**src/rtl/macmf_pkg.sv**
```systemverilog
// package of the mac mode and receive length configuration block:
// register offsets, field positions, reset values and frame length limits.
// assumes a byte-addressed register port with 32-bit data.
package macmf_pkg;
    localparam int ADDR_W = 12;
    localparam logic [ADDR_W-1:0] MODE_OFS = 12'h410;
    localparam logic [ADDR_W-1:0] RX_MAX_FRAME_CONFIG_OFS = 12'h414;
    // mode register fields
    localparam int SPD_HI = 31;
    localparam int SPD_LO = 30;
    localparam int RGMII_BIT = 29;
    localparam int SGMII_BIT = 28;
    localparam int PCS_BIT = 27;
    localparam int HOST_BIT = 26;
    localparam int TXW_BIT = 25;
    localparam int RXW_BIT = 24;
    localparam int RSV_HI = 23;
    localparam int RSV_LO = 9;
    localparam int LT_HI = 8;
    localparam logic [1:0] SPD_1000 = 2'h2;
    localparam logic [1:0] SPD_100 = 2'h1;
    localparam logic [1:0] SPD_10 = 2'h0;
    localparam logic [8:0] LT_RST = 9'h032;
    localparam logic [31:0] MODE_WMASK_FULL = 32'hfc00_01ff;
    localparam logic [31:0] MODE_WMASK_BASIC = 32'hc000_0000;
    // receive length register fields
    localparam int OVR_BIT = 16;
    localparam int LEN_HI = 14;
    localparam int RX_MAX_FRAME_CONFIG_W = 17;
    localparam logic [RX_MAX_FRAME_CONFIG_W-1:0] RX_MAX_FRAME_CONFIG_RST = 17'h007d0;
    localparam logic [RX_MAX_FRAME_CONFIG_W-1:0] RX_MAX_FRAME_CONFIG_WMASK = 17'h17fff;
    // frame length limits in bytes, count ceiling, vlan tag byte position and tag bytes
    localparam logic [15:0] STD_MAX = 16'h05ee;
    localparam logic [15:0] VLAN_MAX = 16'h05f2;
    localparam logic [15:0] CNT_MAX = 16'hffff;
    localparam logic [15:0] TPID_POS = 16'h000c;
    localparam logic [7:0] TPID_HI = 8'h81;
    localparam logic [7:0] TPID_LO = 8'h00;
endpackage : macmf_pkg

```
**src/rtl/macmf_gap_hold.sv**
```systemverilog
// holding register that adopts a new configuration word only between frames.
// assumes gap_i is a same-clock level from the mac datapath.
`timescale 1ns/10ps
module macmf_gap_hold #(
    parameter int W = 32,
    parameter logic [W-1:0] RST = '0
) (
    input wire logic clk,
    input wire logic nrst,
    input wire logic gap_i,
    input wire logic [W-1:0] cfg_i,
    output logic [W-1:0] cfg_q
);
    logic [W-1:0] cfg_d;

    // adopt only in a gap so a frame never sees a half-changed mode
    always_comb begin
        cfg_d = gap_i ? cfg_i : cfg_q;
    end

    always_ff @(posedge clk) begin
        if (!nrst) begin
            cfg_q <= RST;
        end else begin
            cfg_q <= cfg_d;
        end
    end

    property p_hold_in_frame;
        @(posedge clk) disable iff (!nrst) !gap_i |=> $stable(cfg_q);
    endproperty
    a_hold_in_frame: assert property (p_hold_in_frame) else $error("config changed inside a frame");
endmodule : macmf_gap_hold

```
**src/rtl/macmf_len_check.sv**
```systemverilog
// receive frame length checker: counts bytes, spots the vlan tag and
// reports each frame as good or bad against the effective limit.
// assumes one byte per rx_valid cycle and rx_last on the final byte.
`timescale 1ns/10ps
module macmf_len_check
    import macmf_pkg::*;
(
    input wire logic clk,
    input wire logic nrst,
    input wire logic rx_valid,
    input wire logic [7:0] rx_data,
    input wire logic rx_last,
    input wire logic jumbo_en,
    input wire logic vlan_en,
    input wire logic ovr_en,
    input wire logic [14:0] max_len,
    output logic frame_good_q,
    output logic frame_bad_q,
    output logic vlan_tag_q
);
    logic [15:0] cnt_q, cnt_d, len, limit;
    logic tpid_hi_q, tpid_hi_d, vlan_tag_d, good_d, bad_d, over;

    ////////////////////////////////////////////////////////////////////////////
    // byte count, tag detection and verdict
    always_comb begin
        cnt_d = cnt_q;
        tpid_hi_d = tpid_hi_q;
        vlan_tag_d = vlan_tag_q;
        len = (cnt_q == CNT_MAX) ? CNT_MAX : 16'(cnt_q + 16'h0001);
        // only 0x8100 marks a tagged frame
        if (ovr_en) begin
            limit = {1'b0, max_len};
        end else if (vlan_en && vlan_tag_q) begin
            limit = VLAN_MAX;
        end else begin
            limit = STD_MAX;
        end
        over = !jumbo_en && (len > limit);
        good_d = rx_valid && rx_last && !over;
        bad_d = rx_valid && rx_last && over;
        if (rx_valid) begin
            cnt_d = len; // saturates so a runaway frame still reads as long
            if (cnt_q == TPID_POS) begin
                tpid_hi_d = (rx_data == TPID_HI);
            end
            if (cnt_q == 16'(TPID_POS + 16'h0001)) begin
                vlan_tag_d = tpid_hi_q && (rx_data == TPID_LO);
            end
            if (rx_last) begin
                cnt_d = '0;
                tpid_hi_d = 1'b0;
                vlan_tag_d = 1'b0;
            end
        end
    end

    always_ff @(posedge clk) begin
        if (!nrst) begin
            cnt_q <= '0;
            tpid_hi_q <= 1'b0;
            vlan_tag_q <= 1'b0;
            frame_good_q <= 1'b0;
            frame_bad_q <= 1'b0;
        end else begin
            cnt_q <= cnt_d;
            tpid_hi_q <= tpid_hi_d;
            vlan_tag_q <= vlan_tag_d;
            frame_good_q <= good_d;
            frame_bad_q <= bad_d;
        end
    end

    property p_over_bad;
        @(posedge clk) disable iff (!nrst)
            rx_valid && rx_last && !jumbo_en && ovr_en && (len > {1'b0, max_len}) |=> frame_bad_q && !frame_good_q;
    endproperty
    a_over_bad: assert property (p_over_bad) else $error("oversize frame not flagged bad");

    property p_jumbo_free;
        @(posedge clk) disable iff (!nrst) rx_valid && rx_last && jumbo_en |=> frame_good_q;
    endproperty
    a_jumbo_free: assert property (p_jumbo_free) else $error("jumbo frame rejected");

    property p_std_limit;
        @(posedge clk) disable iff (!nrst)
            rx_valid && rx_last && !jumbo_en && !ovr_en && !vlan_tag_q && (len == 16'(STD_MAX + 16'h0001))
            |=> frame_bad_q;
    endproperty
    a_std_limit: assert property (p_std_limit) else $error("1519 byte frame passed");

    property p_tag_seen;
        @(posedge clk) disable iff (!nrst)
            rx_valid && !rx_last && (cnt_q == 16'(TPID_POS + 16'h0001)) && tpid_hi_q && (rx_data == TPID_LO)
            |=> vlan_tag_q;
    endproperty
    a_tag_seen: assert property (p_tag_seen) else $error("vlan tag missed");

    c_bad_frame: cover property (@(posedge clk) disable iff (!nrst) frame_bad_q);
    c_tagged: cover property (@(posedge clk) disable iff (!nrst) vlan_tag_q ##1 frame_good_q);
endmodule : macmf_len_check

```
**src/rtl/macmf_top.sv**
```systemverilog
// top of the configuration block: register port, mode and length registers,
// gap holding of both and the receive length checker.
// assumes all inputs are on clk; frame_active is high from the first to the
// last byte of any frame on the network interface.
`timescale 1ns/10ps
module macmf_top
    import macmf_pkg::*;
#(
    parameter bit PHY_IS_MII = 1'b0,
    parameter bit FULL_MODE = 1'b1
) (
    input wire logic clk,
    input wire logic nrst,
    input wire logic [ADDR_W-1:0] reg_addr,
    input wire logic [31:0] reg_wdata,
    input wire logic reg_wr,
    input wire logic reg_rd,
    output logic [31:0] reg_rdata,
    input wire logic frame_active,
    input wire logic rx_jumbo_en,
    input wire logic rx_vlan_en,
    input wire logic rx_valid,
    input wire logic [7:0] rx_data,
    input wire logic rx_last,
    output logic [1:0] link_speed,
    output logic rgmii_mode,
    output logic sgmii_mode,
    output logic serdes_pcs_mode_enable,
    output logic host_if_enable,
    output logic tx_wide_path_enable,
    output logic rx_wide_path_enable,
    output logic [8:0] link_timer,
    output logic rx_frame_good,
    output logic rx_frame_bad,
    output logic rx_vlan_tagged
);
    // mii cannot run at gigabit, so it comes up at 100 Mb/s
    localparam logic [1:0] SPD_RST = PHY_IS_MII ? SPD_100 : SPD_1000;
    localparam logic [31:0] WMASK = FULL_MODE ? MODE_WMASK_FULL : MODE_WMASK_BASIC;
    localparam logic [31:0] MODE_RST = ({SPD_RST, 21'h000000, LT_RST}) & WMASK;

    logic [31:0] mode_q, mode_d, mode_eff;
    logic [RX_MAX_FRAME_CONFIG_W-1:0] rx_max_frame_config_q, rx_max_frame_config_d, rx_max_frame_config_eff;
    logic [31:0] rdata_d;
    logic [31:0] reg_rdata_q;
    logic gap;
    logic hit_mode, hit_rx_max_frame_config;

    ////////////////////////////////////////////////////////////////////////////
    // address decode
    always_comb begin
        hit_mode = 1'b0;
        hit_rx_max_frame_config = 1'b0;
        if (reg_addr == MODE_OFS) begin
            hit_mode = 1'b1;
        end else if (reg_addr == RX_MAX_FRAME_CONFIG_OFS) begin
            hit_rx_max_frame_config = 1'b1;
        end
    end

    ////////////////////////////////////////////////////////////////////////////
    // register writes; masking keeps unsupported and reserved bits at zero
    always_comb begin
        mode_d = mode_q;
        rx_max_frame_config_d = rx_max_frame_config_q;
        if (reg_wr && hit_mode) begin
            mode_d = reg_wdata & WMASK;
        end
        if (reg_wr && hit_rx_max_frame_config) begin
            rx_max_frame_config_d = reg_wdata[RX_MAX_FRAME_CONFIG_W-1:0] & RX_MAX_FRAME_CONFIG_WMASK;
        end
    end

    always_ff @(posedge clk) begin
        if (!nrst) begin
            mode_q <= MODE_RST;
            rx_max_frame_config_q <= RX_MAX_FRAME_CONFIG_RST;
        end else begin
            mode_q <= mode_d;
            rx_max_frame_config_q <= rx_max_frame_config_d;
        end
    end

    ////////////////////////////////////////////////////////////////////////////
    // read path: data stand in the cycle after the strobe only;
    // unmapped addresses read zero
    always_comb begin
        rdata_d = '0;
        if (reg_rd && hit_mode) begin
            rdata_d = mode_q;
        end else if (reg_rd && hit_rx_max_frame_config) begin
            rdata_d = {15'h0000, rx_max_frame_config_q};
        end
    end

    always_ff @(posedge clk) begin
        if (!nrst) begin
            reg_rdata_q <= '0;
        end else begin
            reg_rdata_q <= rdata_d;
        end
    end

    assign reg_rdata = reg_rdata_q;

    ////////////////////////////////////////////////////////////////////////////
    // gap holding: software may write mid-frame, the datapath sees it later
    assign gap = !frame_active;

    macmf_gap_hold #(
        .W(32),
        .RST(MODE_RST)
    ) u_mode_hold (
        .clk(clk),
        .nrst(nrst),
        .gap_i(gap),
        .cfg_i(mode_q),
        .cfg_q(mode_eff)
    );

    // length config is held too, so a frame is judged by one limit throughout
    macmf_gap_hold #(
        .W(RX_MAX_FRAME_CONFIG_W),
        .RST(RX_MAX_FRAME_CONFIG_RST)
    ) u_rx_max_frame_config_hold (
        .clk(clk),
        .nrst(nrst),
        .gap_i(gap),
        .cfg_i(rx_max_frame_config_q),
        .cfg_q(rx_max_frame_config_eff)
    );

    // effective mode outputs
    assign link_speed = mode_eff[SPD_HI:SPD_LO];
    assign rgmii_mode = mode_eff[RGMII_BIT];
    assign sgmii_mode = mode_eff[SGMII_BIT];
    assign serdes_pcs_mode_enable = mode_eff[PCS_BIT];
    assign host_if_enable = mode_eff[HOST_BIT];
    assign tx_wide_path_enable = mode_eff[TXW_BIT];
    assign rx_wide_path_enable = mode_eff[RXW_BIT];
    assign link_timer = mode_eff[LT_HI:0];

    ////////////////////////////////////////////////////////////////////////////
    // receive length checking
    macmf_len_check u_len_check (
        .clk(clk),
        .nrst(nrst),
        .rx_valid(rx_valid),
        .rx_data(rx_data),
        .rx_last(rx_last),
        .jumbo_en(rx_jumbo_en),
        .vlan_en(rx_vlan_en),
        .ovr_en(rx_max_frame_config_eff[OVR_BIT]),
        .max_len(rx_max_frame_config_eff[LEN_HI:0]),
        .frame_good_q(rx_frame_good),
        .frame_bad_q(rx_frame_bad),
        .vlan_tag_q(rx_vlan_tagged)
    );

    ////////////////////////////////////////////////////////////////////////////
    // checks
    logic [1:0] wr_spd;
    assign wr_spd = reg_wdata[SPD_HI:SPD_LO];

    property p_speed_adopt;
        @(posedge clk) disable iff (!nrst)
            reg_wr && hit_mode && !frame_active ##1 !frame_active |=> link_speed == $past(wr_spd, 2);
    endproperty
    a_speed_adopt: assert property (p_speed_adopt) else $error("speed not adopted in gap");

    property p_frame_hold;
        @(posedge clk) disable iff (!nrst) frame_active [*2] |=> $stable(link_speed) && $stable(link_timer);
    endproperty
    a_frame_hold: assert property (p_frame_hold) else $error("mode changed during frame");

    property p_reset_vals;
        @(posedge clk) disable iff (!nrst)
            $rose(nrst) |-> mode_q[SPD_HI:SPD_LO] == SPD_RST && rx_max_frame_config_q == RX_MAX_FRAME_CONFIG_RST && !mode_q[HOST_BIT];
    endproperty
    a_reset_vals: assert property (p_reset_vals) else $error("wrong reset values");

    property p_mode_rsv;
        @(posedge clk) disable iff (!nrst)
            reg_rd && hit_mode |=> reg_rdata[RSV_HI:RSV_LO] == '0 && reg_rdata[TXW_BIT:RXW_BIT] == '0;
    endproperty
    a_mode_rsv: assert property (p_mode_rsv) else $error("mode reserved bits nonzero");

    property p_wide_off;
        @(posedge clk) disable iff (!nrst) !tx_wide_path_enable && !rx_wide_path_enable;
    endproperty
    a_wide_off: assert property (p_wide_off) else $error("wide data path enabled");

    property p_rx_max_frame_config_rsv;
        @(posedge clk) disable iff (!nrst)
            reg_rd && hit_rx_max_frame_config |=> reg_rdata[31:RX_MAX_FRAME_CONFIG_W] == '0 && !reg_rdata[LEN_HI + 1];
    endproperty
    a_rx_max_frame_config_rsv: assert property (p_rx_max_frame_config_rsv) else $error("length reserved bits nonzero");

    property p_basic_only_speed;
        @(posedge clk) disable iff (!nrst)
            !FULL_MODE && reg_wr && hit_mode ##1 reg_rd && hit_mode |=> reg_rdata[SPD_LO-1:0] == '0;
    endproperty
    a_basic_only_speed: assert property (p_basic_only_speed) else $error("basic mode bit writable");

    property p_len_readback;
        @(posedge clk) disable iff (!nrst)
            reg_wr && hit_rx_max_frame_config ##1 reg_rd && hit_rx_max_frame_config |=> reg_rdata[LEN_HI:0] == $past(reg_wdata[LEN_HI:0], 2);
    endproperty
    a_len_readback: assert property (p_len_readback) else $error("max length not stored");

    property p_rd_one_cycle;
        @(posedge clk) disable iff (!nrst) !reg_rd |=> reg_rdata == '0;
    endproperty
    a_rd_one_cycle: assert property (p_rd_one_cycle) else $error("read data outside its cycle");

    ////////////////////////////////////////////////////////////////////////////
    // gap adoption checks: the effective copies follow the stored words only in gaps

    // in a gap the stored mode word reaches the outputs one edge later
    property p_mode_adopt;
        @(posedge clk) disable iff (!nrst) !frame_active |=> mode_eff == $past(mode_q);
    endproperty
    a_mode_adopt: assert property (p_mode_adopt) else $error("mode word not adopted in gap");

    property p_rx_max_frame_config_adopt;
        @(posedge clk) disable iff (!nrst) !frame_active |=> rx_max_frame_config_eff == $past(rx_max_frame_config_q);
    endproperty
    a_rx_max_frame_config_adopt: assert property (p_rx_max_frame_config_adopt) else $error("length word not adopted in gap");

    // a frame in flight must see one configuration from first byte to last
    property p_frame_hold_all;
        @(posedge clk) disable iff (!nrst) frame_active |=> $stable(mode_eff) && $stable(rx_max_frame_config_eff);
    endproperty
    a_frame_hold_all: assert property (p_frame_hold_all) else $error("effective config moved in frame");

    ////////////////////////////////////////////////////////////////////////////
    // register port checks

    // unmapped writes must leave both registers alone
    property p_wr_unmapped;
        @(posedge clk) disable iff (!nrst)
            reg_wr && !hit_mode && !hit_rx_max_frame_config |=> $stable(mode_q) && $stable(rx_max_frame_config_q);
    endproperty
    a_wr_unmapped: assert property (p_wr_unmapped) else $error("unmapped write changed a register");

    property p_rd_unmapped;
        @(posedge clk) disable iff (!nrst) reg_rd && !hit_mode && !hit_rx_max_frame_config |=> reg_rdata == '0;
    endproperty
    a_rd_unmapped: assert property (p_rd_unmapped) else $error("unmapped read not zero");

    // read data must be the stored word of the edge that took the strobe
    property p_rd_mode;
        @(posedge clk) disable iff (!nrst) reg_rd && hit_mode |=> reg_rdata == $past(mode_q);
    endproperty
    a_rd_mode: assert property (p_rd_mode) else $error("mode read data wrong");

    property p_rd_rx_max_frame_config;
        @(posedge clk) disable iff (!nrst) reg_rd && hit_rx_max_frame_config |=> reg_rdata[RX_MAX_FRAME_CONFIG_W-1:0] == $past(rx_max_frame_config_q);
    endproperty
    a_rd_rx_max_frame_config: assert property (p_rd_rx_max_frame_config) else $error("length read data wrong");

    // the wide path bits never stick, whatever software writes
    property p_wide_store;
        @(posedge clk) disable iff (!nrst) reg_wr && hit_mode |=> !mode_q[TXW_BIT] && !mode_q[RXW_BIT];
    endproperty
    a_wide_store: assert property (p_wide_store) else $error("wide path bit stored");

    // the link timer comes up at its default only where it is writable
    property p_reset_timer;
        @(posedge clk) disable iff (!nrst)
            $rose(nrst) |-> mode_q[LT_HI:0] == (FULL_MODE ? LT_RST : 9'h000);
    endproperty
    a_reset_timer: assert property (p_reset_timer) else $error("wrong link timer reset value");

    ////////////////////////////////////////////////////////////////////////////
    // receive verdict checks

    // a verdict only follows a last byte, and never both kinds at once
    property p_verdict_src;
        @(posedge clk) disable iff (!nrst) rx_frame_good || rx_frame_bad |-> $past(rx_valid && rx_last);
    endproperty
    a_verdict_src: assert property (p_verdict_src) else $error("verdict without a last byte");

    property p_verdict_excl;
        @(posedge clk) disable iff (!nrst) !(rx_frame_good && rx_frame_bad);
    endproperty
    a_verdict_excl: assert property (p_verdict_excl) else $error("frame both good and bad");

    // the tag flag is per frame, so it must drop after each last byte
    property p_tag_clear;
        @(posedge clk) disable iff (!nrst) rx_valid && rx_last |=> !rx_vlan_tagged;
    endproperty
    a_tag_clear: assert property (p_tag_clear) else $error("vlan tag flag left set");

    // cover points of the main scenarios
    c_mode_write_in_frame: cover property (@(posedge clk) disable iff (!nrst) reg_wr && hit_mode && frame_active);
    c_speed_change: cover property (@(posedge clk) disable iff (!nrst) $changed(link_speed));
    c_override_frame: cover property (@(posedge clk) disable iff (!nrst) rx_max_frame_config_eff[OVR_BIT] && rx_frame_good);
endmodule : macmf_top

```
**config.mk**
```make
export PLATFORM = sky130hd
export DESIGN_NAME = macmf_top
export DESIGN_NICKNAME = d
export VERILOG_FILES = /design/src/rtl/macmf_pkg.sv /design/src/rtl/macmf_gap_hold.sv /design/src/rtl/macmf_len_check.sv /design/src/rtl/macmf_top.sv
export SDC_FILE = /design/constraint.sdc
export NUM_CORES = 1
export LEC_CHECK = 0
export ABC_CLOCK_PERIOD_IN_PS = 2700
export BUFFER_PORTS_ARGS = -buffer_cell sky130_fd_sc_hd__buf_4
export CAP_MARGIN = 10
export CORE_MARGIN = 10
export CORE_UTILIZATION = 49
export CTS_CLUSTER_DIAMETER = 60
export DETAILED_ROUTE_END_ITERATION = 6
export PLACE_DENSITY = 0.84
export SYNTH_ARGS = -nofsm -noshare
export SYNTH_HDL_FRONTEND = slang
export SYNTH_SLANG_ARGS = --single-unit
```
**constraint.sdc**
```tcl
create_clock -name clk -period 2.7 [get_ports clk]
set_input_delay 0.675 -clock clk [delete_from_list [all_inputs] [get_ports clk]]
set_output_delay 0.675 -clock clk [all_outputs]
set_load 0.01 [all_outputs]
```
Word level (Yosys, flattened, before mapping)
Index checks and enable logic that the tools add are counted.
- add/sub/neg operators: 1
- order comparisons: 1
- equality and inequality tests: 6
- muxes and demuxes: 13
- bitwise logic cells: 2
- reductions and logical operators: 19
- operators with widths (cell ; number):
    2-to-1 mux 16 bit ; 3
    == test 16 x 4 -> 1 bit (second input constant) ; 2
    2-to-1 mux 32 bit ; 1
    == test 12 x 11 -> 1 bit (second input constant) ; 2
    2-to-1 mux 17 bit ; 1
    adder 16 x 1 -> 16 bit (second input constant) ; 1
    == test 16 bit (second input constant) ; 1
    greater-than comparator 16 bit ; 1
    logical AND 1 bit ; 10
    == test 8 bit (second input constant) ; 1
    zero test 8 bit ; 1
    2-to-1 mux 1 bit ; 7
    2-to-1 mux 5 bit ; 1
    AND reduction 2 bit ; 2
    nonzero test 2 bit ; 2
    OR reduction 3 bit ; 1
    zero test 1 bit ; 2
    NOT 1 bit ; 2
    OR reduction 2 bit ; 1
- register bits after elaboration: 114
- input port bits: 61
- output and inout bits: 52

Logic depth before layout (Yosys ltp)
Gate-level depths: netlist of the first run.
- word-level depth: 7
- depth in mapped cells: 15

Modules after synthesis
From an unflattened synthesis of the first run, not the netlist that was laid out.
- cell total of the unflattened synthesis: 577
- area, all modules: 5552.8 um^2
- modules (own cells, without submodules) (module ; instances ; cells each ; area each (um^2) ; seq. area each (um^2)):
    macmf_top ; 1 ; 192 ; 1928.1 ; 1061.0
    macmf_len_check ; 1 ; 228 ; 1754.2 ; 400.4
    macmf_gap_hold (u_mode_hold) ; 1 ; 103 ; 1233.7 ; 640.6
    macmf_gap_hold (u_rx_max_frame_config_hold) ; 1 ; 54 ; 636.9 ; 340.3

Worst setup path before layout of the first run
No wires, ideal clock.
- path type: register to register
- start: register u_len_check.cnt_q[0]
- end: register u_len_check.frame_good_q
- arrival: 2.718 ns
- required time: 2.578 ns
- path slack: -0.140 ns
- stages on the path, launching flop included: 14
- buffers on the path: 1
- clock period less this slack: 2.840 ns
- cell sequence: dfxtp_1 -> ha_1 -> and3_1 -> and2_4 -> buf_6 -> and3_1 -> nor2b_1 -> a21oi_1 -> ha_1 -> nand3_1 -> nor4_1 -> a21boi_0 -> a2111o_1 -> a211oi_1
- word-level cells in the longest chain between the ends: 6
- elaborated cells between the ends (all ways): 7
- those cells by class: 1 x add/sub; 1 x order compare; 1 x eq/ne; 1 x mux; 3 x reduce/logical
- RTL lines (what ; RTL line ; text):
    from (decl) ; macmf_len_check.sv:21 ; logic [15:0] cnt_q, cnt_d, len, limit;
    from (signal assigned) ; macmf_len_check.sv:66 ; cnt_q <= cnt_d;
    adder 16 x 1 -> 16 bit or == test 16 bit (tied branches) ; macmf_len_check.sv:30 ; len = (cnt_q == CNT_MAX) ? CNT_MAX : 16'(cnt_q + 16'h0001);
    2-to-1 mux 16 bit (*) ; macmf_len_check.sv:30 ;
    greater-than comparator 16 bit (*) ; macmf_len_check.sv:39 ; over = !jumbo_en && (len > limit);
    logical AND 1 bit (*) ; macmf_len_check.sv:39 ;
    zero test 1 bit (*) ; macmf_len_check.sv:40 ; good_d = rx_valid && rx_last && !over;
    logical AND 1 bit (*) ; macmf_len_check.sv:40 ;
    to (signal assigned) ; macmf_len_check.sv:69 ; frame_good_q <= good_d;
    to (decl) ; macmf_len_check.sv:17 ; output logic frame_good_q,
Every way passes the cells marked *; elsewhere a longest branch is shown, timed or not.
A chain may end at the register's enable or synchronous reset.

Worst setup path in the final report of the first run
- start: register u_len_check.cnt_q[1]
- end: register u_len_check.frame_good_q
The elaborated chain is that of the path after synthesis.

==> results.txt, run 1 <==
* Part of the cycle the worst path needs: 101.5%
* Syn. warnings: 0
- STA puts the critical path data required time at about 3000 ps.
- The number of placed instances, taps included, is between 700 and 800.
* Inserted Clock Buffers: 9
* Unrepaired setup endpoints after global routing: true
- Final cell area excluding filler cells: roughly 6300 µm²
- Run status: finished, violations left
- Global-route wire length before repair: between 15000 and 20000 µm
* Total track usage: between 10% and 20%
- The final layout contains routed wiring with a total length of about 12000 µm.
- In the synthesized netlist the async set-or-reset flop fraction comes to 0%.
* Share of the synthesized area in the top cell type: between 40% and 50%
- Layout net count: ~700
* Source-to-sink clock delay at the later pin of the worst-skew pair: 380 ps
- STA classifies the critical path startpoint as a register.
- Max-cap violations in this run came to 0.
- Between clock sinks in the finished design, the worst skew comes to about 19 ps.
- Total Neg Setup Slack: -63.84 ps
- Port buffering added 90 buffers.
- Largest fanout on the critical path: 5
- The tree is rooted in a clkbuf_8.
- The setup path with the least slack is of type register to register.
- Global-route met1 utilization: a little under a fifth
- Starting DRT DRC Count: ~200
- The die is about 120 µm tall.
- Failing checks: negative setup slack
- Summing every instance area after synthesis gives slightly below 5000 µm².
- TritonCTS clock tree: done
- Averaged over all synthesized cells, the footprint is 9.608 µm².
- Global-route track usage on met3: 5.007%
- The share of the Yosys chip area taken by registers is around 43%.
- Post-route insts no fill: about 760
* Longest individual stage delay on the worst path: 380 ps
* Total via count after detailed routing: between 4000 and 5000
- Worst slew margin: about 63%
- I/O pin total: ~110
- In this run the number of cells on the critical path is 13.
- Number of placement rows: 36
- After detailed routing, the average wire length per cell comes to between 15 and 20 µm.
- Launch instance of the worst register-to-register path: u_len_check.cnt_q[1]
- Before antenna repair, the detailed router went through 4 iterations.
- Std-Cell Core Area: between 9000 and 10000 µm²
- The floorplan step defined a die boundary enclosing between 10000 and 15000 µm².
* Met2 Resource Use GR: between 20% and 30%
- Shortest clock period the worst path allows after layout: roughly 2700 ps
- Global placement routability congestion: between 0.8 and 0.9
- After clock tree synthesis, the clock-pin slew on the worst setup and hold paths is 120 ps.
- Endpoint of the worst-slack reg-to-reg timing path: u_len_check.frame_good_q
* Post-synthesis instance total: between 500 and 600
- By instance count, the leading cell after synthesis is dfxtp_1.
- met2 is the most crowded layer.
* Number of enable flip-flop cells after synthesis: 0
* DRC errors left: 0
- Number of nets with antenna violations after detailed routing: 0
* Number of endpoints with negative hold slack in the final report: 0
* Post-route core utilization: 64.64%
* Initial core utilization: 49.81%
- Clock tree synthesis found a total of approximately 100 sinks.
- For this run, the top clock speed supported by timing is between 0.3 and 0.4 GHz.
* Buffer levels on the longest clock path: 2
* Cell with the largest stage delay on the worst path: a2111o_1
- The final count of pins violating max slew came to 0.
* Number of global-route vias before repair: approximately 4100
* Pleak: roughly 2.7 nW
* Post-route worst setup slack: -40.32 ps
- Final setup vio count: 2
- Cell Area, Placed: 5749 µm²
- Detailed placement finished with a half-perimeter wire length of 8729 µm.
* Path category of the worst min-delay check: register to register
* Slack of the worst reg-to-reg path: -40 ps
* Post-placement worst setup slack: -41.64 ps
* Critical path arrival: between 3000 and 4000 ps
* Area growth from synthesis to final layout: 29.78%
- Counting instances, the worst hold path has a depth of 1.
- Worst Hold End: reg_rdata[11]
* Cell family with most CP delay: simple AND/OR/NAND/NOR gates
* Critical path capture point type: register
- In this run the number of H-tree levels came out at 3.
* Launch instance of the worst min-delay path: rx_max_frame_config_q[11]
* Global route overflow: 0
* Transition at the pin with the smallest max-transition slack: 551.2 ps
- Synth area leader: dfxtp_1
* Largest net degree at the start of global routing: between 60 and 70
* Top flip-flop cell by instance count after synthesis: dfxtp_1
- Using the TritonRoute via totals, the vias-per-cell ratio works out to 5.339.
* Cell Pwr Density: roughly 440 nW/µm²
* Number of inserted diodes: 0
- The signal on the critical path passes through ha_4 -> and3_4 -> and2_4 -> buf_4 -> nand3_1 -> xor2_1 -> nand2_1 -> ha_1 -> nand2_2 -> nor4_4 -> a21boi_2 -> a2111o_1 -> a211oi_2.
* Count of distinct cell types in the synthesized netlist: 47
- Number of antenna violations at the first check in global routing: 0
* Layout cell share with drive strength beyond 1: between 30% and 40%
- Measured in cells, the most critical reg-to-reg path has a length of 13.
- Worst path bufs/invs: 1
* Chip Width: roughly 120 µm
- Most instantiated cells after synthesis: dfxtp_1 (104), mux2i_1 (74), nor2b_1 (48), nand2_1 (45), nor2_1 (26)
- Synth top area cells: dfxtp_1 (43%), mux2i_1 (15%), nor2b_1 (6.2%), ha_1 (4.7%), nand2_1 (3.5%)
- Number of synthesized register bits: approximately 100
- VDD sags by at most roughly 0.25 mV.
[final cells by class]
| type | count | area [µm²] |
|---|---|---|
| inverters | 6 | 22.52 |
| repair buffers | 137 | 1076 |
| well taps | 133 | 166.4 |
| clock inverters | 7 | 91.34 |
| flip-flops and latches | 104 | 2086 |
| multi-input cells | 361 | 2694 |
| fillers | 717 | 3425 |
| clock buffers | 9 | 123.9 |
[kinds of logic after synthesis]
kind of cell / synth area share, %
compound gates: 7.238
mux: 15.59
fa+ha+maj: 4.669
buf+inv: 5.629
xor+xnor: 1.453
flops: 43.16
other cells: 0.07775
simple gates: 22.18
[stage by stage]
| step | hold slack, ps | total power [mW] |
|---|---|---|
| floorplan | 440.4 | 1.665 |
| global placement | 459.2 | 1.724 |
| detailed placement | 465.3 | 1.728 |
| CTS | 488.6 | 2.747 |
| global route | 506.4 | 2.813 |
| finish | 480.0 | 2.736 |
[worst max-delay path by stage]
stage	startpoint	end	slack [ps]
floorplan	u_len_check.cnt_q[0]	u_len_check.frame_good_q	4
global placement	u_len_check.cnt_q[1]	u_len_check.frame_good_q	-20
detailed placement	u_len_check.cnt_q[1]	u_len_check.frame_good_q	-40
CTS	u_len_check.cnt_q[1]	u_len_check.frame_good_q	-3
global route	u_len_check.cnt_q[1]	u_len_check.frame_good_q	-120
finish	u_len_check.cnt_q[1]	u_len_check.frame_good_q	-40
[sequential cells by signal, indices dropped and copies added, names as in the netlist, 15 cells and up]
register	cells
reg_rdata	22
rx_max_frame_config_q	16
u_len_check.cnt_q	16
u_rx_max_frame_config_hold.cfg_q	16
mode_q	15
u_mode_hold.cfg_q	15
[cell usage in the layout, fill, tap and decap left out, drive strengths merged, types with 2 or more instances in the layout]
master,instances
mux2i,74
a21oi,15
nand2,45
nor3,6
nor2b,48
and4,8
dfxtp,104
a21boi,4
nor2,26
xnor2,4
and3,15
xor2,4
a41o,2
inv,6
a41oi,2
and2,21
a31oi,6
ha,18
clkbuf,10
o21ai,16
buf,136
conb,12
nor4,4
nand4,5
clkinv,5
o221a,2
nor4bb,2
nand3,9
a211oi,3
[report_power, final]
part / leakage [nW] / total, mW / internal, mW / switching (mW)
logic: 1.77 / 0.159 / 0.0837 / 0.0757
clock network: 0.105 / 1.04 / 0.450 / 0.591
registers: 0.840 / 1.54 / 1.54 / 0.00157
total: 2.72 / 2.74 / 2.07 / 0.668
[worst reg2reg max path, cell delays in order, from the launching register on]
cell      delay [ps]
dfxtp_2          360
ha_4             150
and3_4           170
and2_4           150
buf_4            160
nand3_1          120
xor2_1           220
nand2_1          100
ha_1             310
nand2_2          140
nor4_4            70
a21boi_2         160
a2111o_1         380
a211oi_2         200
[routing by layer]
metal  wire length [µm]  up-vias
met5                  0        -
met4                281        0
met3                871       32
met2               6281      134
met1               4995     1924
li1                   -     1952
[repair_timing]
| item | CTS | global route |
|---|---|---|
| hold buffers | 0 | 0 |
| resized for setup | 16 | 25 |
| buffers inserted | 2 | 8 |
| pin swaps | 5 | 13 |
| cloned | 0 | 1 |
| endpoints found under the setup margin | 2 | 2 |
Power figures use the tool's default switching activity.
==> run 2, diff against run 1 <==
--- a/config.mk
+++ b/config.mk
@@ -6,9 +6,9 @@
 export NUM_CORES = 1
 export LEC_CHECK = 0
 export ABC_CLOCK_PERIOD_IN_PS = 2700
-export BUFFER_PORTS_ARGS = -buffer_cell sky130_fd_sc_hd__buf_4
+export BUFFER_PORTS_ARGS = -buffer_cell sky130_fd_sc_hd__buf_2
 export CAP_MARGIN = 10
-export CORE_MARGIN = 10
+export CORE_MARGIN = 5
 export CORE_UTILIZATION = 49
 export CTS_CLUSTER_DIAMETER = 60
 export DETAILED_ROUTE_END_ITERATION = 6
==> run 2 against run 1 <==
  * Clock power decreased by 14%
  * The run now ends clean
  * Global-route usage increased by 3.2 points
  * Power decreased by 6.0%
  * Sequential share of layout area increased by 2.2 points
  * Sequential power about the same
  * Utilization decreased by 4.1 points
  * Maximum frequency increased by 3.0%
==> results.txt, run 2 (synthesis results as in run 1) <==
- The flow ran to the end, and the final reports show no timing, DRC or antenna violations.
- Worst path bufs/invs: 2 (+1)
* Number of placement rows: 36 (unchanged)
- Max-slew violation count: 0 (unchanged)
* Number of sinks handled by clock tree synthesis: 104 (unchanged)
- Starting DRT DRC Count: 199 (-1.5%)
* Number of antenna violations at the first check in global routing: 0 (unchanged)
- Largest fanout on the critical path: 3 (-2)
* Buffer levels on the longest clock path: 2 (unchanged)
* H-Tree Level Count: 3 (unchanged)
- The die boundary height is 109.2 µm (-8.4%).
- The logic gate share of total power was 5.7% (about the same).
- Average detailed-routed wire length per instance: 15.39 µm (-6.3%)
- The timing-limited maximum frequency is 0.3759 GHz (+3.0%).
- Global route overflow: 0 (unchanged)
- Register Area: 2085 µm² (about the same)
* Hpwl dp: 8340 µm (-4.5%)
- Final total power: 2.573 mW (-6.0%)
* Area growth from synthesis to final layout: 21.58%
- The critical path goes through ha_4 -> and3_4 -> and2_4 -> and3_4 -> buf_6 -> nor2_4 -> a21oi_4 -> ha_4 -> buf_6 -> a211oi_2 -> o21ai_1 -> a2111o_1 -> a211oi_2.
- Chip Width: 109.2 µm (-8.4%)
* Clock Skew: 11.85 ps (-6.975 ps)
- Post-route insts no fill: 750 (-0.92%)
- Worst hold-check slack: 483.3 ps (+3.280 ps)
* Area taken by multi-input logic gates: 2634 µm² (-2.2%)
- TritonCTS built the clock tree.
* Die Outline Area: 11930 µm² (-16%)
- CP Launch Type: register
- The latest clock arrival within the worst-skew pair is 370 ps (about the same).
* Inserted Clock Buffers: 9 (unchanged)
* Cell family with most CP delay: compound AO/OA/AOI/OAI gates
- The post-detailed-routing wire length came to 11540 µm (-7.1%).
- The initial core utilization is 49.81% (unchanged).
* Via count normalized by instance count: 5.320 (-0.37%)
* Final cell area excluding filler cells: 5864 µm² (-6.3%)
- Largest voltage drop on the vdd net: 0.4455 mV (+76%)
- The pre-CTS setup slack is -96.57 ps (-54.93 ps).
- The fraction of layout instances using a drive strength above 1 was 28.20% (-1.9 points).
- Global-route wire length before repair: 18590 µm (-5.4%)
* Largest net degree at the start of global routing: 53 (-16%)
* Layout net count: 691 (-1.0%)
* Post-route core utilization: 60.56% (-4.1 points)
- The area of placed instances is 5529 µm² (-3.8%).
- Number of endpoints with negative hold slack in the final report: 0 (unchanged)
- Proportion of total power due to net switching: 24.41% (about the same)
- The total inserted antenna cells was 0 (unchanged).
- Pleak: 2.598 nW (-4.3%)
* Pint: 1.945 mW (-6.0%)
- Sequential power share: 59.7% (+3.5 points)
- Required arrival time at the worst endpoint: 3000 ps (-20 ps)
- The clock transition at the registers of the reported paths came to 100 ps (-20 ps).
* Root buffer selected by CTS: clkbuf_8
* Final setup vio count: 0 (-2)
* Part of the cycle the worst path needs: 98.53% (-3.0 points)
* Post-route worst setup slack: 39.76 ps (+80.08 ps)
- Cell with the largest stage delay on the worst path: a2111o_1
- The number of flip-flops under the largest register name was 22 (unchanged).
- The remaining routing DRC violations was 0 (unchanged).
- Shortest clock period the worst path allows after layout: 2660 ps (-80.08 ps)
* Cell Pwr Density: 438.7 nW/µm² (+0.36%)
- Drt first pass iters: 4 (unchanged)
* Net Switching: 0.6280 mW (-6.0%)
* I/O pin total: 113 (unchanged)
* Total via count after detailed routing: 3990 (-1.3%)
* Critical path arrival: 2960 ps (-100 ps)
- Setup repair after global routing could not meet its margin everywhere.
- Number of nets with antenna violations after detailed routing: 0 (unchanged)
* Max-capacitance violation count: 0 (unchanged)
- The worst hold path belongs to the class register to register.
* Highest-count cells in the layout ignoring fill and taps: dfxtp_1 (102), buf_2 (90), mux2i_1 (74)
- The total placed cells including tap cells was 729 (-0.14%).
- Global placement routability congestion: 0.8749 (+1.9%)
- Part of the power in the clock network: 34.6% (-3.4 points)
- Critical path capture point type: register
- Hold-fix buffers at CTS: 0 (unchanged)
- Total of buffers placed on input and output ports: 90 (unchanged)
- The total core area is 9684 µm² (unchanged).
- The summed negative setup slack over all endpoints came to 0 ps (+63.84 ps).
* Number of global-route vias before repair: 3977 (-2.3%)
* Longest individual stage delay on the worst path: 420 ps (+40 ps)
* Class of the most critical setup path: register to register
* Total track usage: 19.64% (+3.2 points)
- The library cell used most frequently in the layout, excluding fill and tap cells, is dfxtp_1.
- Fill count: 783 (+9.2%)
[run 2: cell count changes in the layout (fill, tap and decap cells not counted), sizes merged]
cell	delta
buf	-6
clkbuf	-1
clkinvlp	+1
bufinv	-1
[run 2: path summary, 6_finish.rpt]
kind	end	startpoint	slack (ps)	cells past startpoint
hold reg to reg	u_mode_hold.cfg_q[31]	u_mode_hold.cfg_q[31]	480	2
hold / removal	u_mode_hold.cfg_q[31]	u_mode_hold.cfg_q[31]	480	2
setup / recovery	u_len_check.frame_good_q	u_len_check.cnt_q[1]	40	13
setup reg to reg	u_len_check.frame_good_q	u_len_check.cnt_q[1]	40	13
[run 2: tightest hold or removal path, stage by stage (launching register included)]
cell and delay [ps]:
dfxtp_1 340, mux2i_1 70, nand2_1 60
[run 2: final cells by class]
| class | instances | area share (%) |
|---|---|---|
| Timing Repair Buffer | 130 | 13.27 |
| Inverter | 6 | 0.3840 |
| Sequential cell | 104 | 35.55 |
| Clock inverter | 7 | 0.9388 |
| Clock buffer | 9 | 2.112 |
| Tap cell | 133 | 2.838 |
| Multi-Input combinational cell | 361 | 44.91 |
[run 2: what timing repair did]
item / CTS / global route
endpoints found under the setup margin: 2 / 2
resized for setup: 18 / 9
buffers inserted: 3 / 2
pin swaps: 8 / 9
[run 2: routing by layer]
layer / vias up / part of all wire [%] / track usage, %
met4: 0 / 2.7 / 8.994
met3: 30 / 5.3 / 4.440
met5: - / 0 / 0
li1: 1943 / - / -
met1: 1882 / 41 / 23.11
met2: 135 / 51 / 33.95
[run 2: power by group through the flow]
stage                     clock, mW  sequential, mW  combinational, mW
after floorplan                   0            1.57             0.0923
after global placement            0            1.57              0.138
after detailed placement          0            1.57              0.142
after CTS                     0.908            1.54              0.144
after global routing          0.978            1.54              0.159
final                         0.890            1.54              0.146
==> run 3, diff against run 2 <==
--- a/config.mk
+++ b/config.mk
@@ -9,10 +9,11 @@
 export BUFFER_PORTS_ARGS = -buffer_cell sky130_fd_sc_hd__buf_2
 export CAP_MARGIN = 10
 export CORE_MARGIN = 5
-export CORE_UTILIZATION = 49
+export CORE_UTILIZATION = 50
 export CTS_CLUSTER_DIAMETER = 60
 export DETAILED_ROUTE_END_ITERATION = 6
 export PLACE_DENSITY = 0.84
 export SYNTH_ARGS = -nofsm -noshare
 export SYNTH_HDL_FRONTEND = slang
+export SYNTH_HIERARCHICAL = 1
 export SYNTH_SLANG_ARGS = --single-unit
==> run 3 against run 2 <==
  * The flow now finishes with violations (negative setup slack)
  * Maximum frequency fell by 2.1%
  * Highest routed layer unchanged
  * Hold slack improved by 6.4 ps
  * Largest power group unchanged
  * Sequential power barely moved
  * Largest cell class unchanged
==> results.txt, run 3 <==
- Run status: finished, violations left
* Failing checks: negative setup slack
* Inserted Clock Buffers: 9 (unchanged)
- Root buffer selected by CTS: clkbuf_8
- The met2 layer usage reported by global route was 35.66% (+1.7 points).
* Mean instance size in the synthesized netlist: 9.390 µm² (-2.3%)
- Clock Skew: 11.47 ps (-0.3722 ps)
* Average detailed-routed wire length per instance: 15.73 µm (+2.3%)
* Chip Width: 109.5 µm (+0.25%)
- Highest-count cells in the layout ignoring fill and taps: dfxtp_1 (98), buf_2 (92), nand2_1 (63)
- Drt first pass iters: 5 (+1)
* Post-CTS clock slew at the launch and capture registers of the worst setup and hold paths: 100 ps (about the same)
* Number of sinks handled by clock tree synthesis: 106 (+1.9%)
* Final cell area excluding filler cells: 5968 µm² (+1.8%)
- Hpwl dp: 8840 µm (+6.0%)
- Global-route track usage on met3: 4.052% (-0.39 points)
- Number of nets with antenna violations after detailed routing: 0 (unchanged)
* Die Outline Area: 11990 µm² (+0.50%)
- Worst Setup SP: u_len_check/cnt_q[5]
* Layout net count: 725 (+4.9%)
* Logic depth of the worst register-to-register path: 11 (-2)
* Initial core utilization: 50.86% (+1.1 points)
* Unrepaired setup endpoints after global routing: true
- Cell Pwr Density: 460.9 nW/µm² (+5.1%)
- The total standard cell area after synthesis came to 4948 µm² (+2.6%).
- The overall overflow remaining after global route came to 0 (unchanged).
- Final setup vio count: 1 (+1)
* Global placement routability congestion: 0.8977 (+2.6%)
- The number of hold-repair buffers added at the cts stage came to 0 (unchanged).
- Compared with the post-synthesis result, the final layout area differs by 20.61%.
- The first-pass GRT wire length was 19870 µm (+6.9%).
- Part of the cycle the worst path needs: 100.7% (+2.2 points)
* Critical path capture point type: register
- GRT busiest layer: met2
- Post-placement worst setup slack: -209.0 ps (-112.4 ps)
* Largest voltage drop on the vdd net: 0.2847 mV (-36%)
- The count of input and output buffers was 92 (+2.2%).
- The initial antenna violation count is 0 (unchanged).
- Total Neg Setup Slack: -18.47 ps (-18.47 ps)
* I/O pin total: 113 (unchanged)
- At the pin with the least slew margin, the transition time is between 500 and 600 ps.
- The critical path data arrival time is 3030 ps (+70 ps).
* Starting DRT DRC Count: 230 (+16%)
* Number of inserted diodes: 0 (unchanged)
- The level count of the clock H-tree was 3 (unchanged).
- The die boundary height came to 109.5 µm (+0.25%).
* Max-slew violation count: 0 (unchanged)
- Class of the most critical setup path: register to register
* Required arrival time at the worst endpoint: 3010 ps (about the same)
- The clock tree buffer depth was 2 (unchanged).
- The library cell used most frequently in the layout, excluding fill and tap cells, is dfxtp_1.
- The post-detailed-route via-to-cell ratio came to 5.412 (+1.7%).
- The worst hold slack was 489.7 ps (+6.416 ps).
- DRC errors left: 0 (unchanged)
* CP Capture Point: u_len_check/frame_bad_q
* Largest net degree at the start of global routing: 61 (+15%)
* Maximum achievable frequency: 0.3679 GHz (-2.1%)
- Slack of the worst reg-to-reg path: -20 ps (-60 ps)
- Cell Area, Placed: 5647 µm² (+2.1%)
- The post-synthesis cell count came to 527 (+5.0%).
* Pleak: 2.767 nW (+6.5%)
* Layout cell share with drive strength beyond 1: 29.19% (+0.98 points)
- Number of placement rows: 36 (unchanged)
- The via count came to 4243 (+6.3%).
* Endpoint of the worst-slack reg-to-reg timing path: u_len_check/frame_bad_q
- The smallest setup slack after layout came to -18.47 ps (-58.23 ps).
- The number of endpoints with negative hold slack in the final report was 0 (unchanged).
- CP Launch Type: register
- The met1 track utilization from global routing was 26.38% (+3.3 points).
- TritonCTS built the clock tree.
- The latest clock arrival within the worst-skew pair came to 370 ps (about the same).
- The number of global-route vias before repair was 4174 (+5.0%).
- Launch instance of the worst register-to-register path: u_len_check/cnt_q[5]
* Shortest clock period the worst path allows after layout: 2718 ps (+58.23 ps)
* Syn. warnings: 6 (+6)
* Largest fanout on the critical path: 5 (+2)
* Path category of the worst min-delay check: register to register
- Std-Cell Core Area: 9729 µm² (+0.47%)
* Largest register FFs: 22 (unchanged)
- The total track usage is 20.82% (+1.2 points).
* Worst slew margin: 62.29%
- Max-capacitance violation count: 0 (unchanged)
- Aggregate routed wire length: 12340 µm (+6.9%)
-- run 3: repair_timing --
action,in CTS,in global routing
cloned,1,0
resized for setup,7,7
endpoints found under the setup margin,2,2
hold endpoints to repair,0,0
buffers inserted,7,2
pin swaps,4,3
-- run 3: layout make-up --
class / count / area (µm²)
Clock buffer: 10 / 127.6
Sequential cell: 106 / 2140
Clock inverter: 6 / 80.08
Tap cell: 133 / 166.4
Timing Repair Buffer: 140 / 820.8
Multi-Input combinational cell: 380 / 2600
Inverter: 9 / 33.78
Fill cell: 795 / 3761
-- run 3: worst min path at each step --
stage / to / cells after the start / start / slack [ps]
final: mode_q[26] / 2 / mode_q[26] / 490
after global routing: u_len_check/cnt_q[8] / 1 / u_len_check/cnt_q[8] / 510
after CTS: mode_q[26] / 2 / mode_q[26] / 490
after detailed placement: u_mode_hold/cfg_q[1] / 2 / u_mode_hold/cfg_q[1] / 470
after global placement: u_mode_hold/cfg_q[1] / 2 / u_mode_hold/cfg_q[1] / 450
after floorplan: u_rx_max_frame_config_hold/cfg_q[4] / 2 / u_rx_max_frame_config_hold/cfg_q[4] / 440
-- run 3: per-stage QoR --
step | total power [mW] | util (%) | std cells
after detailed placement | 1.760 | 58.04 | 758
after global routing | 2.850 | 61.34 | 784
after floorplan | 1.714 | - | 538
final | 2.751 | 61.34 | 784
after CTS | 2.777 | 60.97 | 782
after global placement | 1.755 | 58.04 | 758
-- run 3: critical path, stage by stage, from the launching register on --
cell	delay [ps]
dfxtp_2	420
nand2_2	140
nor4b_4	330
buf_4	200
and2b_1	190
nor2_2	50
ha_1	190
nor2b_1	130
o211ai_1	140
a2111o_1	420
a311oi_2	290
o21ba_2	190
-- run 3: per-layer routing --
metal | vias up | wire length (µm)
li1 | 2055 | -
met1 | 2016 | 5204
met2 | 154 | 6198
met3 | 18 | 743
met4 | 0 | 190
met5 | - | 0
-- run 3: power by group --
| part | leakage, nW | total, mW | switching, mW | internal, mW |
|---|---|---|---|---|
| Clock | 0.101 | 1.03 | 0.577 | 0.448 |
| Combinational | 1.81 | 0.160 | 0.0932 | 0.0663 |
| Sequential | 0.860 | 1.57 | 0.00253 | 1.56 |
